[config.mk]
export PLATFORM = sky130hd
export DESIGN_NAME = sprs_exec
export DESIGN_NICKNAME = d
export VERILOG_FILES = /design/src/common/sprs_pkg.sv /design/src/rtl/sprs_phase_gen.sv /design/src/rtl/sprs_exec.sv
export SDC_FILE = /design/constraint.sdc
export NUM_CORES = 1
export LEC_CHECK = 0
export ABC_AREA = 1
export BUFFER_PORTS_ARGS = -buffer_cell sky130_fd_sc_hd__clkbuf_2
export CORE_MARGIN = 5
export CORE_UTILIZATION = 57
export DETAILED_ROUTE_END_ITERATION = 7
export HOLD_SLACK_MARGIN = 0.05
export PLACE_DENSITY = 0.81
export SLEW_MARGIN = 20
export SYNTH_ARGS = -nofsm -noshare
export SYNTH_HDL_FRONTEND = slang
export SYNTH_SLANG_ARGS = --single-unit
[constraint.sdc]
create_clock -name clock -period 3.74 [get_ports clock]
set_input_delay 0.187 -clock clock [delete_from_list [all_inputs] [get_ports clock]]
set_output_delay 0.187 -clock clock [all_outputs]
set_load 0.05 [all_outputs]
[src/common/sprs_pkg.sv]
// Shared constants and types for the push, relative-call and software-reset executor
package sprs_pkg;
  localparam int INSTR_W = 16;
  localparam int PC_W = 21;
  localparam int OFFS_W = 11;
  localparam int NUM_PHASES = 4;
  localparam logic [15:0] OPC_PUSH = 16'h0005;
  localparam logic [15:0] OPC_SOFT_RESET = 16'h00ff;
  localparam logic [4:0] OPC_RELATIVE_CALL_INSTR_HI = 5'h1b;
  localparam int RELATIVE_CALL_INSTR_HI_POS = 11;
  localparam logic [20:0] RESET_VECTOR = 21'h000000;
  localparam logic [20:0] PC_STEP = 21'h000002;
  localparam logic [1:0] PHASE_Q1 = 2'h0;
  localparam logic [1:0] PHASE_Q2 = 2'h1;
  localparam logic [1:0] PHASE_Q4 = 2'h3;
  localparam logic [1:0] PHASE_RST = 2'h0;
  typedef enum logic [1:0] {SPRS_FETCH, SPRS_FLUSH, SPRS_SRESET} sprs_state_t;
endpackage

[src/rtl/sprs_phase_gen.sv]
// Four-phase instruction cycle generator
module sprs_phase_gen
  import sprs_pkg::*;
(
  // Clock and reset
  input wire logic clock,
  input wire logic rst,
  input wire logic sw_rst,
  // Phase
  output logic [1:0] phase,
  output logic cycle_end
);
  logic [1:0] phase_ff;

  always_ff @(posedge clock or posedge rst)
  begin
    if (rst)
      phase_ff <= PHASE_RST;
    else if (sw_rst)
      phase_ff <= PHASE_RST;
    else
      phase_ff <= phase_ff + 2'h1;
  end

  assign phase = phase_ff;
  assign cycle_end = (phase_ff == PHASE_Q4);
endmodule

[src/rtl/sprs_exec.sv]
// Execution of push, relative call and software reset
module sprs_exec
  import sprs_pkg::*;
(
  // Clock and reset
  input wire logic clock,
  input wire logic rst,
  // Decoded instruction
  input wire logic instr_valid,
  input wire logic [sprs_pkg::INSTR_W-1:0] instr,
  // Program counter
  output logic [sprs_pkg::PC_W-1:0] pc,
  output logic pc_load,
  // Return stack
  output logic stack_push,
  output logic [sprs_pkg::PC_W-1:0] top_of_return_stack,
  // Status
  output logic flag_write,
  output logic pipe_flush,
  output logic master_clear_reset,
  output logic [1:0] phase
);
  sprs_state_t state_ff;
  logic [PC_W-1:0] pc_ff;
  logic [PC_W-1:0] tos_ff;
  logic push_ff;
  logic load_ff;
  logic flush_ff;
  logic swrst_ff;
  logic refill_ff;
  logic flag_ff;
  logic [1:0] ph;
  logic cyc_end;
  logic is_push;
  logic is_relative_call_instr;
  logic is_sreset;
  logic take;
  logic [PC_W-1:0] ret_addr;
  logic [PC_W-1:0] nxt_target;
  logic [PC_W-1:0] offs2;

  sprs_phase_gen u_phase
  (
    .clock(clock),
    .rst(rst),
    .sw_rst(swrst_ff),
    .phase(ph),
    .cycle_end(cyc_end)
  );

  // Only a fetch cycle decodes; the refill cycle ignores whatever was prefetched
  assign take = instr_valid && (state_ff == SPRS_FETCH) && (ph == PHASE_Q2);
  assign is_push = (instr == OPC_PUSH);
  assign is_relative_call_instr = (instr[INSTR_W-1:RELATIVE_CALL_INSTR_HI_POS] == OPC_RELATIVE_CALL_INSTR_HI);
  assign is_sreset = (instr == OPC_SOFT_RESET);
  assign ret_addr = pc_ff + PC_STEP;
  // Word offset doubled and sign extended to PC width
  assign offs2 = {{(PC_W-OFFS_W-1){instr[OFFS_W-1]}}, instr[OFFS_W-1:0], 1'b0};
  assign nxt_target = ret_addr + offs2;

  always_ff @(posedge clock or posedge rst)
  begin
    if (rst)
      state_ff <= SPRS_FETCH;
    else if (swrst_ff)
      state_ff <= SPRS_FETCH;
    else if (take && is_sreset)
      state_ff <= SPRS_SRESET;
    else if (take && is_relative_call_instr)
      state_ff <= SPRS_FLUSH;
    else if (cyc_end && state_ff == SPRS_FLUSH && refill_ff)
      state_ff <= SPRS_FETCH;
  end

  // Counts the Q4 edges spent in refill; the first ends the call's own cycle,
  // the second ends the dead cycle, so a prefetched word is never executed
  always_ff @(posedge clock or posedge rst)
  begin
    if (rst)
      refill_ff <= 1'b0;
    else if (swrst_ff)
      refill_ff <= 1'b0;
    else if (take && is_relative_call_instr)
      refill_ff <= 1'b0;
    else if (cyc_end && state_ff == SPRS_FLUSH)
      refill_ff <= !refill_ff;
  end

  // Program counter; pushes read the old value so the push precedes the jump
  always_ff @(posedge clock or posedge rst)
  begin
    if (rst)
      pc_ff <= RESET_VECTOR;
    else if (swrst_ff)
      pc_ff <= RESET_VECTOR;
    else if (take && is_relative_call_instr)
      pc_ff <= nxt_target;
    // Sequential advance; held through a call and its refill cycle
    else if (cyc_end && state_ff == SPRS_FETCH && !load_ff)
      pc_ff <= ret_addr;
  end

  always_ff @(posedge clock or posedge rst)
  begin
    if (rst)
      tos_ff <= RESET_VECTOR;
    else if (swrst_ff)
      tos_ff <= RESET_VECTOR;
    else if (take && (is_push || is_relative_call_instr))
      tos_ff <= ret_addr;
  end

  always_ff @(posedge clock or posedge rst)
  begin
    if (rst)
    begin
      push_ff <= 1'b0;
      load_ff <= 1'b0;
      flush_ff <= 1'b0;
      swrst_ff <= 1'b0;
    end
    else
    begin
      push_ff <= take && (is_push || is_relative_call_instr);
      load_ff <= (take && is_relative_call_instr) || swrst_ff;
      flush_ff <= take && is_relative_call_instr;
      swrst_ff <= take && is_sreset;
    end
  end

  // Kept as a register so every output leaves from a flip-flop
  always_ff @(posedge clock or posedge rst)
  begin
    if (rst)
      flag_ff <= 1'b0;
    else
      flag_ff <= 1'b0;
  end

  assign pc = pc_ff;
  assign pc_load = load_ff;
  assign stack_push = push_ff;
  assign top_of_return_stack = tos_ff;
  // None of these instructions writes status; reset clears via master_clear_reset
  assign flag_write = flag_ff;
  assign pipe_flush = flush_ff;
  assign master_clear_reset = swrst_ff;
  assign phase = ph;

  // Push: answers appear one edge after the phase-two take
  AST_PUSH_TOS: assert property (@(posedge clock) disable iff (rst)
    take && is_push |=> stack_push && top_of_return_stack == $past(pc_ff) + PC_STEP)
    else $error("push top of stack wrong");
  AST_STACK_PULSE: assert property (@(posedge clock) disable iff (rst)
    stack_push |=> !stack_push)
    else $error("stack push longer than one cycle");
  AST_TOS_CAUSE: assert property (@(posedge clock) disable iff (rst)
    $changed(top_of_return_stack) |-> stack_push || pc_load)
    else $error("top of stack changed without a push");
  AST_PUSH_ONE_CYCLE: assert property (@(posedge clock) disable iff (rst)
    take && is_push |=> state_ff == SPRS_FETCH && !pipe_flush)
    else $error("push not single cycle");
  AST_PUSH_NO_LOAD: assert property (@(posedge clock) disable iff (rst)
    take && is_push |=> !pc_load && pc == $past(pc))
    else $error("push moved the program counter");
  AST_PC_STEP: assert property (@(posedge clock) disable iff (rst)
    $changed(pc) |-> pc_load || pc == $past(pc) + PC_STEP)
    else $error("program counter moved by a wrong step");
  AST_NO_FLAGS: assert property (@(posedge clock) disable iff (rst)
    take && (is_push || is_relative_call_instr) |=> !flag_write)
    else $error("flags touched");

  // Relative call: push and jump on one edge, then a whole dead cycle
  AST_RELATIVE_CALL_INSTR_SIGN: assert property (@(posedge clock) disable iff (rst)
    take && is_relative_call_instr |-> !offs2[0] && offs2[PC_W-1:OFFS_W] == {(PC_W-OFFS_W){instr[OFFS_W-1]}})
    else $error("offset sign extension wrong");
  AST_RELATIVE_CALL_INSTR_RET: assert property (@(posedge clock) disable iff (rst)
    take && is_relative_call_instr |=> top_of_return_stack == $past(ret_addr) && stack_push)
    else $error("relative call return address wrong");
  AST_RELATIVE_CALL_INSTR_PC: assert property (@(posedge clock) disable iff (rst)
    take && is_relative_call_instr |=> pc == $past(nxt_target) && pc_load)
    else $error("relative call target wrong");
  AST_RELATIVE_CALL_INSTR_FLUSH: assert property (@(posedge clock) disable iff (rst)
    take && is_relative_call_instr |=> (state_ff == SPRS_FLUSH) [*6] ##1 state_ff == SPRS_FETCH)
    else $error("relative call refill cycle wrong");
  AST_FLUSH_CAUSE: assert property (@(posedge clock) disable iff (rst)
    pipe_flush |-> pc_load && stack_push)
    else $error("flush without a relative call");
  AST_REFILL_IDLE: assert property (@(posedge clock) disable iff (rst)
    pipe_flush |=> (!stack_push && !pc_load) [*7])
    else $error("instruction taken during refill");
  AST_REFILL_PC: assert property (@(posedge clock) disable iff (rst)
    state_ff == SPRS_FLUSH |=> $stable(pc))
    else $error("program counter moved during refill");

  // Software reset: one-cycle request, local state cleared on the next edge
  AST_SRESET_PULSE: assert property (@(posedge clock) disable iff (rst)
    take && is_sreset |=> master_clear_reset ##1 !master_clear_reset)
    else $error("software reset pulse wrong");
  AST_SRESET_PHASE: assert property (@(posedge clock) disable iff (rst)
    master_clear_reset |-> $past(ph) == PHASE_Q2)
    else $error("software reset not started in phase two");
  AST_SRESET_QUIET: assert property (@(posedge clock) disable iff (rst)
    take && is_sreset |=> !stack_push && !pipe_flush)
    else $error("software reset pushed or flushed");
  AST_SRESET_STATE: assert property (@(posedge clock) disable iff (rst)
    master_clear_reset |=> pc == RESET_VECTOR && top_of_return_stack == RESET_VECTOR && phase == PHASE_Q1)
    else $error("software reset values wrong");
  AST_SRESET_FETCH: assert property (@(posedge clock) disable iff (rst)
    master_clear_reset |=> state_ff == SPRS_FETCH)
    else $error("fetch not resumed");

  CV_PUSH: cover property (@(posedge clock) disable iff (rst) take && is_push);
  CV_RELATIVE_CALL_INSTR_NEG: cover property (@(posedge clock) disable iff (rst) take && is_relative_call_instr && instr[OFFS_W-1]);
  CV_RELATIVE_CALL_INSTR_POS: cover property (@(posedge clock) disable iff (rst) take && is_relative_call_instr && !instr[OFFS_W-1]);
  CV_REFILL_DROP: cover property (@(posedge clock) disable iff (rst) state_ff == SPRS_FLUSH && instr_valid && ph == PHASE_Q2);
  CV_SRESET: cover property (@(posedge clock) disable iff (rst) master_clear_reset);
endmodule

Yosys cells after proc, flatten, opt, wreduce, memory -nomap -nowiden
Index checks and enable logic that the tools add are counted.
- $add $sub $neg: 3
- multiply operators: 0
- div/mod/pow operators: 0
- magnitude comparators: 0
- eq/ne operators: 6
- shift operators: 0
- multiplexer cells: 13
- bitwise logic cells: 0
- reductions and logical operators: 18
- operators with widths (kind ; count):
    2-to-1 mux 21 bit ; 5
    adder 21 x 2 -> 21 bit, second input constant ; 1
    adder 21 bit ; 1
    equality test 16 x 3 -> 1 bit, second input constant ; 1
    equality test 16 x 8 -> 1 bit, second input constant ; 1
    2-to-1 mux 2 bit ; 5
    logical AND 1 bit ; 9
    nonzero test 3 bit ; 2
    equality test 5 bit, second input constant ; 1
    equality test 2 x 1 -> 1 bit, second input constant ; 2
    nonzero test 4 bit ; 1
    2-to-1 mux 1 bit ; 3
    adder 2 x 1 -> 2 bit, second input constant ; 1
    equality test 2 bit, second input constant ; 1
    logical NOT 1 bit ; 2
    logical NOT 2 bit ; 1
    logical OR 1 bit ; 2
    nonzero test 2 bit ; 1
- register bits after elaboration: 51
- bits in latches: 0
- RAM bits: 0
- memory bits (read-only): 0
- input port bits: 19
- memories kept: 0

Depth between registers and ports, before layout
Gate-level depths: netlist of run 1.
- word-level depth: 7
- gate-level depth with buffers: 21
- gate-level depth less buffers: 21

By module
Synthesis of run 1 repeated with hierarchy kept, for this count alone.
- cells, all modules: 587
- area total of the unflattened synthesis: 3958.8 µm²
- modules (own cells, without submodules) (module ; times used ; cells an instance ; area an instance (µm²)):
    sprs_exec ; 1 ; 580 ; 3878.7
    sprs_phase_gen ; 1 ; 7 ; 80.1

Worst setup path before layout of run 1
No wires, ideal clock.
- kind: register to register
- start: reg pc_ff[1], in the netlist pc[1]
- end: reg pc_ff[20], in the netlist pc[20]
- setup time: 0.073 ns
- arrival: 2.918 ns
- required time: 3.667 ns
- slack: 0.748 ns
- cell stages (with the launch flop): 21
- path buffers: 0
- period minus slack after synthesis: 2.992 ns
- cell sequence: dfrtp_1 -> ha_1 -> nand3_2 -> nor2_1 -> inv_2 -> nor2_4 -> nand2_2 -> nor2_2 -> xor2_2 -> inv_1 -> ha_1 -> nand2_1 -> inv_1 -> nand3_1 -> nor2_1 -> nand3_1 -> nand3_1 -> inv_1 -> nand3_1 -> nand3_1 -> a21oi_2
- word-level cells in the longest chain between the ends: 4
- elaborated cells between the ends (all ways): 5
- classes of those cells: add/sub (2); mux (3)
- RTL lines (what ; line ; source):
    from (decl) ; sprs_exec.sv:24 ; logic [PC_W-1:0] pc_ff;
    from (signal assigned) ; sprs_exec.sv:97 ; pc_ff <= nxt_target;
    from (signal assigned) ; sprs_exec.sv:100 ; pc_ff <= ret_addr;
    adder 21 x 2 -> 21 bit * ; sprs_exec.sv:56 ; assign ret_addr = pc_ff + PC_STEP;
    adder 21 bit / 2-to-1 mux 21 bit (equally long branches) ; sprs_exec.sv:59, sprs_exec.sv:99 ;
    2-to-1 mux 21 bit * ; sprs_exec.sv:96 ; else if (take && is_relative_call_instr)
    2-to-1 mux 21 bit * ; sprs_exec.sv:94 ; else if (swrst_ff)
Every way passes the cells marked *; elsewhere a longest branch is shown, timed or not. The select of a mux whose other input is x is not followed.
A chain may end at the register's enable or synchronous reset.

Worst setup path in the final report of run 1
- start: reg pc_ff[1], in the netlist pc[1]
- end: reg pc_ff[18], in the netlist pc[18]
The elaborated chain is that of the path after synthesis.

==> results of run 1 <==
[power by group through the flow]
stage               Combinational (mW)  Clock, mW  Sequential, mW
floorplan                         1.01          0            1.14
global placement                  1.79          0           0.797
detailed placement                1.82          0           0.808
CTS                               1.83      0.387           0.799
global route                      2.05      0.416           0.820
finish                            1.86      0.387           0.805
[logic make-up after synthesis]
family	after synthesis	share of synthesized area
and+or+nand+nor	295	0.3348
buffers and inverters	98	0.1004
AOI/OAI and AO/OA	95	0.1335
DFF	50	0.3186
adders and majority gates	25	0.08156
xor gates and xnor gates	11	0.03027
other	1	0.0009548
[critical path: cells and delay by family, from the launching register on]
| family | cells | cell delay, ps |
|---|---|---|
| simple gates | 13 | 1500 |
| fa+ha+maj | 2 | 690 |
| flops | 1 | 490 |
| xor+xnor | 1 | 220 |
| buf+inv | 3 | 240 |
[cells in the mapped netlist, types with 5 or more instances]
master | instances | share of area
o21ai_0 | 29 | 0.037
inv_1 | 83 | 0.079
nor2_1 | 45 | 0.043
nor3_1 | 6 | 0.0076
dfrtp_1 | 50 | 0.32
nand3_1 | 32 | 0.041
xor2_1 | 8 | 0.018
ha_1 | 24 | 0.076
inv_2 | 5 | 0.0048
buf_2 | 6 | 0.0076
nand2_2 | 12 | 0.019
a21oi_1 | 23 | 0.029
nor2_4 | 6 | 0.017
nand2_1 | 166 | 0.16
nand4_1 | 8 | 0.013
o21bai_1 | 5 | 0.0096
o21ai_1 | 27 | 0.034
nor2_2 | 6 | 0.0096
[flip-flops by register name, summed over array words and instances, names as in the netlist]
| register | flops |
|---|---|
| master_clear_reset | 1 |
| pc | 20 |
| pc_load | 1 |
| pipe_flush | 1 |
| refill_ff | 1 |
| stack_push | 1 |
| state_ff | 2 |
| top_of_return_stack | 21 |
| u_phase.phase | 2 |
[per-layer routing]
layer  vias up  part of all wire  track usage
met5         -                 0            0
met1      1828              0.44       0.3680
met3        22             0.075      0.03057
met2       184              0.47       0.4409
met4         0             0.023      0.07814
li1       1960                 -            -
[final cells by class]
type | count | area share
clock buffer | 6 | 0.01870
clock inverter | 1 | 0.006799
inverter | 88 | 0.07507
multi-input combinational | 428 | 0.5181
sequential | 50 | 0.2833
tap | 80 | 0.02266
timing repair buffer | 66 | 0.07535
[worst min path at each step]
stage | from | to | slack (ps) | cells after the start
3_3_place_gp | top_of_return_stack[15]$_DFFE_PP0P_ | top_of_return_stack[15]$_DFFE_PP0P_ | 460 | 2
3_5_place_dp | top_of_return_stack[15]$_DFFE_PP0P_ | top_of_return_stack[15]$_DFFE_PP0P_ | 470 | 2
4_1_cts | rst | pc[9]$_DFFE_PP0N_ | 160 | 2
2_1_floorplan | instr[1] | master_clear_reset$_DFF_PP0_ | 340 | 2
5_1_grt | rst | pc[9]$_DFFE_PP0N_ | 90 | 2
6_report | rst | pc[9]$_DFFE_PP0N_ | 3 | 2
[stage by stage]
stage | worst slack [ps] | hold WS [ps] | instances | total power, mW
2_1_floorplan | 748.3 | 343.7 | 576 | 2.158
3_3_place_gp | 748.4 | 463.4 | 712 | 2.583
3_5_place_dp | 666.8 | 470.3 | 712 | 2.623
4_1_cts | 644.7 | 155.5 | 719 | 3.016
5_1_grt | 273.0 | 92.79 | 719 | 3.283
6_report | 506.2 | 2.695 | 719 | 3.052
==> impl_metrics.yaml, run 1 <==
setup_path:
  crit_top_cell: "nand2_1"
  crit_type: "flip-flop to flip-flop"
  critPathArrivalTime_ps: 3440
  reg2reg_from: "pc[1]$_DFFE_PP0N_"
  crit_end: "pc[18]$_DFFE_PP0N_"
  worstSetupStartpointType: "flip-flop"
  rr_worst_depth: 19
  worstPathRequired_ps: 3940
  cp_slowest_stage_delay_ps: 490
  critPathLaunch: "pc[1]$_DFFE_PP0N_"
  endpoint_kind: "flip-flop"
  crit_chain: "ha_1, nand3_2, nor2_1, inv_2, nor2_4, nand2_2, nor2_2, xor2_2, inv_1, ha_1, nand2_1, inv_1, nand2_1, nor2_1, nand4_1, nand4_1, nand3_1, nand3_1, nand2_1"
  slowest_stage: "dfrtp_1"
  crit_fanout: 6
  r2r_end: "pc[18]$_DFFE_PP0N_"
  r2r_setup_slack_ps: 510
route:
  vias_per_cell: 5.555
  routed_wl_microns: 11130
  wl_per_cell_microns: 15.48
  num_vias: 3994
  antenna_left: 0
  drt_iter0_drc: 375
  remaining_drc_errors: 0
  dr.pass1.iters: 5
yosys:
  seq_area_frac_synth: 0.3186
  ys.flop_type: "dfrtp_1"
  synth.distinct_cells: 37
  synth_seq_cells: 50
  synth_edf_count: 0
  syn_area_sq_um: 3928
  avgSynthCellArea_sq_um: 6.830
  synth_cells: 575
  ys_warn_count: 0
  async_flop_share: 1.000
clocking:
  cts_buffers: 5
  cts_hold_buf: 0
  cts_setup_buffers: 0
  cts_root_buf: "clkbuf_8"
  cts_sinks: 50
  postCtsResizedCells: 0
  clk_latency_ps: 300
  cts_tree: "built"
  path_clk_slew_ps: 90
  cts_buffer_depth: 2
  h-tree-depth: 2
timing:
  final.min_clock_period_ps: 3234
  relSlewSlack: 0.4390
  clock.fmax_mhz: 309.2
  drv_slew: 0
  post-route-period-util: 0.8647
  setup_viol: 0
  final_hold_viol_count: 0
  final.setup_skew_ps: 5.142
  tns_ps: 0
  rsz0062_at_grt: "false"
  tightest_slew_ps: 840.5
floorplanning:
  row_count: 30
  die_w_microns: 93.01
  coreArea_sq_um: 6756
  fp.dieArea_sq_um: 8651
  die_h_microns: 93.01
  io_pins: 68
  start_util: 0.5813
global_route:
  grt_pass1_wl_microns: 18480
  grt_overflow_total: 0
  grt_usage: 0.2666
  grt_pass1_vias: 3803
  grt_max_degree: 51
  antenna_found_initial: 0
power:
  p_sw_mw: 1.674
  power.share.sequential: 0.264
  leakage_nw: 2.401
  clkPwrFrac: 0.127
  powerDensity_nw_per_um2: 691.1
  pwr-share-comb: 0.609
  internal_power_mw: 1.378
  switching_share: 0.5484
  vdd_drop_max_v: 0.0003530
layout:
  fillers: 628
  final_common_cell: "nand2_1"
  multi_input_area_sq_um: 2288
  final_nets: 683
  layout_common_cells: "nand2_1 (166), inv_1 (82), clkbuf_2 (65)"
  syn_to_final_growth_pct: 12.46
  utilization: 0.6537
  n_antenna_cell: 0
  drive_above_1_share: 0.1768
  ff_latch_area_sq_um: 1251
  final_cell_area_sq_um: 4417
placed_design:
  hpwl_microns: 8962
  post_dp_cell_area_sq_um: 4300
  place_congestion: 0.9557
  io_buffers: 65
outcome:
  status: "finished, final reports clean"
run:
  cap_violations: 0
worst_hold_path:
  hold_path.class: "input pin to asynchronous set/reset pin"
No activity file was read; power rests on OpenSTA's default activity.
==> inputs of run 2 (changes only) <==
==> constraint.sdc (replaced) <==
create_clock -name clock -period 3 [get_ports clock]
set_input_delay 0.15 -clock clock [delete_from_list [all_inputs] [get_ports clock]]
set_output_delay 0.15 -clock clock [all_outputs]
set_load 0.05 [all_outputs]
==> run 2 against run 1 <==
  * Sequential power is 25% higher
  * Flip-flop and latch count unchanged
  * Critical endpoint unchanged
  * Non-clock buffer count up 12
  * Critical path type unchanged
  * Combinational power grew 34%
  * Cell count is 1.8% higher
  * Die area did not move
  * Sequential share of layout area shrank 1.2 points
==> impl_metrics.yaml, run 2 (synthesized netlist as in run 1, its figures left out) <==
setup_path:
  cp_slowest_stage_delay_ps: 420
  critPathArrivalTime_ps: 3020
  crit_chain: "ha_4, nand3_2, nor2_2, inv_2, nor2_4, nand2_2, nor2_2, xor2_2, inv_1, ha_4, nand2_1, inv_1, nand2_1, nor2_2, nand4_1, nand4_1, nand3_1, nand3_1, nand2_1"
  crit_type: "flip-flop to flip-flop"
  endpoint_kind: "flip-flop"
  worstSetupStartpointType: "flip-flop"
  path_delay_family: "simple AND/OR/NAND/NOR gates"
  slowest_stage: "dfrtp_1"
  worstPathBufferInverterCount: 3
  worstPathRequired_ps: 3190
  crit_fanout: 5
layout:
  final_nets: 695
  final_common_cell: "nand2_1"
  largest_register_ffs: 21
  syn_to_final_growth_pct: 18.00
  drive_above_1_share: 0.2255
  layout_common_cells: "nand2_1 (164), inv_1 (82), clkbuf_2 (65)"
  n_antenna_cell: 0
  fillers: 596
  final_cell_area_sq_um: 4634
placed_design:
  io_buffers: 65
  place_congestion: 0.9953
  hpwl_microns: 8992
  post_dp_cell_area_sq_um: 4360
global_route:
  use_met2: 0.4235
  use_met3: 0.02735
  antenna_found_initial: 0
  busiest_layer: "met2"
  grt_use_met1: 0.3866
  grt_overflow_total: 0
  grt_usage: 0.2670
  grt_pass1_vias: 3771
  grt_pass1_wl_microns: 18370
  grt_max_degree: 51
timing:
  final.min_clock_period_ps: 2824
  holdWs_ps: 140.3
  post-route-period-util: 0.9414
  relSlewSlack: 0.4444
  final_hold_viol_count: 0
  tightest_slew_ps: 832.5
  clock.fmax_mhz: 354.1
  drv_slew: 0
  final.setup_skew_ps: 6.240
  setup_viol: 0
power:
  leakage_nw: 2.470
  vdd_drop_max_v: 0.0005010
  powerDensity_nw_per_um2: 855.8
clocking:
  clk_latency_ps: 300
  h-tree-depth: 2
  cts_root_buf: "clkbuf_8"
  cts_tree: "built"
  path_clk_slew_ps: 90
  cts_sinks: 50
  cts_buffer_depth: 2
  cts_buffers: 5
worst_hold_path:
  hold_path.class: "input pin to flip-flop"
floorplanning:
  fp.dieArea_sq_um: 8651
  coreArea_sq_um: 6756
  die_h_microns: 93.01
  row_count: 30
  die_w_microns: 93.01
  io_pins: 68
  start_util: 0.5813
run:
  cap_violations: 0
route:
  dr.pass1.iters: 5
  drt_iter0_drc: 382
  routed_wl_microns: 11330
  vias_per_cell: 5.540
  antenna_left: 0
  num_vias: 4055
  remaining_drc_errors: 0
  wl_per_cell_microns: 15.48
outcome:
  status: "finished, final reports clean"
-- run 2: cell count changes in the layout (fill, tap and decap cells not counted), sizes merged --
| cell | before | now |
|---|---|---|
| clkinvlp | 0 | 1 |
| buf | 1 | 12 |
| dlygate4sd3 | 0 | 1 |
-- run 2: final timing paths --
| kind | end | slack (ps) | from | cells past startpoint |
|---|---|---|---|---|
| min in group asynchronous | top_of_return_stack[10]$_DFFE_PP0P_ | 530 | rst | 3 |
| worst max register to register | pc[18]$_DFFE_PP0N_ | 180 | pc[2]$_DFFE_PP0N_ | 19 |
| worst min register to register | top_of_return_stack[18]$_DFFE_PP0P_ | 490 | top_of_return_stack[18]$_DFFE_PP0P_ | 2 |
| worst min-delay path | master_clear_reset$_DFF_PP0_ | 140 | instr[3] | 3 |
| worst max-delay path | pc[18]$_DFFE_PP0N_ | 180 | pc[2]$_DFFE_PP0N_ | 19 |
| max in group asynchronous | pc[4]$_DFFE_PP0N_ | 1930 | rst | 3 |
-- run 2: layout make-up --
type	instances	area, sq um	area share
multi-input combinational	428	2410	0.5200
sequential	50	1257	0.2713
timing repair buffer	78	425.4	0.09179
inverter	88	331.6	0.07154
tap	80	100.1	0.02160
clock buffer	6	72.57	0.01566
clock inverter	2	37.54	0.008099
-- run 2: worst register-to-register path: cells and delay by family, from the launching register on --
| family | cells | cell delay, ps |
|---|---|---|
| fa+ha+maj | 2 | 470 |
| xor+xnor | 1 | 210 |
| buf+inv | 3 | 240 |
| simple gates | 13 | 1390 |
| flops | 1 | 420 |
-- run 2: per-stage QoR --
step	TNS [ps]	cells	util	setup slack, ps	power, mW
2_1_floorplan	0	576	-	8.320	2.690
3_3_place_gp	0	720	0.6454	180.3	3.277
3_5_place_dp	0	720	0.6454	130.3	3.315
4_1_cts	0	728	0.6617	47.87	3.797
5_1_grt	-26.63	732	0.6859	-14.01	4.275
6_report	0	732	0.6859	175.8	3.966
-- run 2: what timing repair did --
action,CTS,global route
endpoints found under the hold margin,0,50
endpoints found under the setup margin,0,12
hold buffers,0,1
resized for setup,0,29
setup buffers,0,3
-- run 2: where the power goes --
| group | switching, mW | total [mW] | internal, mW | leakage [nW] |
|---|---|---|---|---|
| sequential | 0.193 | 1.01 | 0.815 | 0.641 |
| combinational | 1.72 | 2.49 | 0.765 | 1.78 |
| clock | 0.222 | 0.471 | 0.249 | 0.0514 |
-- run 2: per-layer routing --
layer / up-vias / part of all wire
met1: 1873 / 0.45
met3: 24 / 0.070
li1: 1984 / -
met5: - / 0
met4: 0 / 0.025
met2: 174 / 0.46
==> inputs of run 3 (changes only) <==
--- a/config.mk
+++ b/config.mk
@@ -8,10 +8,10 @@
 export ABC_AREA = 1
 export BUFFER_PORTS_ARGS = -buffer_cell sky130_fd_sc_hd__clkbuf_2
 export CORE_MARGIN = 5
-export CORE_UTILIZATION = 57
+export CORE_UTILIZATION = 30
 export DETAILED_ROUTE_END_ITERATION = 7
+export GPL_TIMING_DRIVEN = 0
 export HOLD_SLACK_MARGIN = 0.05
-export PLACE_DENSITY = 0.81
 export SLEW_MARGIN = 20
 export SYNTH_ARGS = -nofsm -noshare
 export SYNTH_HDL_FRONTEND = slang
==> run 3 against run 2 <==
  * Non-clock buffer count up 7
  * Utilization fell by 31 points
  * Clock power grew 21%
  * Global-route usage down 12 points
  * Largest power group unchanged
==> impl_metrics.yaml, run 3 (synthesized netlist as in run 1, its figures left out) <==
outcome:
  status: "finished, final reports clean"
layout:
  final_common_cell: "nand2_1"
  n_antenna_cell: 0
  multi_input_area_sq_um: 2400
  syn_to_final_growth_pct: 23.19
  largest_register_ffs: 21
  layout_common_cells: "nand2_1 (165), inv_1 (82), clkbuf_2 (65)"
  fillers: 1396
  final_nets: 702
  ff_latch_area_sq_um: 1259
  fin_cells: 831
  drive_above_1_share: 0.2307
route:
  routed_wl_microns: 11490
  dr.pass1.iters: 5
  vias_per_cell: 4.694
  wl_per_cell_microns: 13.82
  drt_iter0_drc: 237
  num_vias: 3901
  remaining_drc_errors: 0
  antenna_left: 0
timing:
  setup_viol: 0
  final_hold_viol_count: 0
  tightest_slew_ps: 682.0
  final.min_clock_period_ps: 2818
  final.setup_skew_ps: 7.668
  relSlewSlack: 0.5446
  clock.fmax_mhz: 354.9
  post-route-period-util: 0.9393
  timing.final.ws_setup_ps: 182.1
  drv_slew: 0
power:
  leakage_nw: 2.515
  vdd_drop_max_v: 0.0003083
  powerDensity_nw_per_um2: 833.8
setup_path:
  worstSetupStartpointType: "flip-flop"
  crit_chain: "inv_1, nor2_4, nand2_2, nor2_4, nand2_2, xor2_4, inv_1, ha_1, nand2_1, inv_1, nand3_1, nor2_2, nand3_1, nand3_2, inv_1, nand3_1, nand3_1, a21oi_2"
  critPathArrivalTime_ps: 3040
  worstPathRequired_ps: 3230
  crit_type: "flip-flop to flip-flop"
  slowest_stage: "dfrtp_1"
  cp_slowest_stage_delay_ps: 410
  endpoint_kind: "flip-flop"
  r2r_setup_slack_ps: 180
  crit_fanout: 6
placed_design:
  io_buffers: 65
  hpwl_microns: 9447
  dp.cells: 814
  dp_slack_ps: -225.2
  place_congestion: 0.8900
global_route:
  grt_pass1_wl_microns: 18730
  grt_pass1_vias: 3687
  grt_usage: 0.1464
  grt_max_degree: 31
  grt_overflow_total: 0
  antenna_found_initial: 0
clocking:
  cts_sinks: 50
  cts_root_buf: "clkbuf_16"
  cts_buffer_depth: 2
  cts_tree: "built"
  cts_buffers: 5
  h-tree-depth: 2
  path_clk_slew_ps: 70
  clk_latency_ps: 290
floorplanning:
  io_pins: 68
  row_count: 41
  fp.dieArea_sq_um: 15480
  die_h_microns: 124.4
  die_w_microns: 124.4
  start_util: 0.3087
  coreArea_sq_um: 12720
worst_hold_path:
  hold_path.class: "input pin to flip-flop"
run:
  cap_violations: 0
-- run 3: changes by cell type in the layout (fill, tap and decap cells not counted), moves of 2 or more --
| cell | previous run | this run |
|---|---|---|
| a21oi_1 | 19 | 21 |
| a21oi_2 | 5 | 3 |
| buf_2 | 0 | 6 |
| clkbuf_16 | 0 | 5 |
| clkbuf_8 | 5 | 1 |
| nor2_2 | 11 | 8 |
| nor2_4 | 6 | 8 |
-- run 3: power breakdown --
| group | total, mW | switching [mW] | internal (mW) | leakage [nW] |
|---|---|---|---|---|
| sequential | 1.03 | 0.208 | 0.818 | 0.641 |
| clock | 0.568 | 0.237 | 0.331 | 0.0739 |
| combinational | 2.44 | 1.68 | 0.758 | 1.80 |
| total | 4.03 | 2.13 | 1.91 | 2.51 |
-- run 3: stage by stage --
step	hold slack (ps)	util	instance area (sq um)	setup TNS, ps	power (mW)
6_report	168.8	0.3803	4838	0	4.034
5_1_grt	204.3	0.3803	4838	-14.94	4.364
4_1_cts	166.6	0.3695	4701	0	3.908
3_5_place_dp	271.2	0.3537	4499	-472.0	3.276
3_3_place_gp	465.4	0.3515	4472	-445.6	3.275
2_1_floorplan	306.7	-	3931	0	2.690
-- run 3: path summary, 6_finish.rpt --
check                                                   start                            endpoint  cells past startpoint
max                                         pc[2]$_DFFE_PP0N_                  pc[20]$_DFFE_PP0N_                     18
min reg2reg                top_of_return_stack[3]$_DFFE_PP0P_  top_of_return_stack[3]$_DFFE_PP0P_                      2
max in group asynchronous                                 rst                   pc[7]$_DFFE_PP0N_                      4
max reg2reg                                 pc[2]$_DFFE_PP0N_                  pc[20]$_DFFE_PP0N_                     18
min                                                  instr[3]        master_clear_reset$_DFF_PP0_                      3
min in group asynchronous                                 rst             state_ff[1]$_DFFE_PP0P_                      3
-- run 3: what timing repair did --
action / in CTS / in global routing
setup endpoints to repair: 3 / 9
endpoints found under the hold margin: 29 / 0
buffers inserted: 3 / 5
pin swaps: 1 / 4
hold buffers: 1 / 0
resized for setup: 4 / 26
-- run 3: layout make-up --
type                            instances  share of cell area
Timing Repair Buffer                   75             0.08741
Sequential cell                        50              0.2602
Buffer                                 10             0.01319
Clock buffer                            7             0.02948
Multi-Input combinational cell        428              0.4960
Tap cell                              172             0.04448
Inverter                               88             0.06827
Clock inverter                          1            0.001034
-- run 3: layer usage --
layer  up-vias  part of all wire  wire length (microns)  track usage
met2        92              0.46                   5329       0.2424
met3        10             0.049                    560      0.02358
met4         0             0.014                    157      0.04062
met1      1787              0.47                   5437       0.1977
met5         -                 0                      0            0
li1       2012                 -                      -            -
-- run 3: critical path, delay by kind of cell, from the launching register on --
family | cells | cell delay [ps]
xor gates and xnor gates | 1 | 180
and+or+nand+nor | 11 | 1370
adders and majority gates | 1 | 340
DFF | 1 | 410
AOI/OAI and AO/OA | 1 | 120
buffers and inverters | 4 | 310
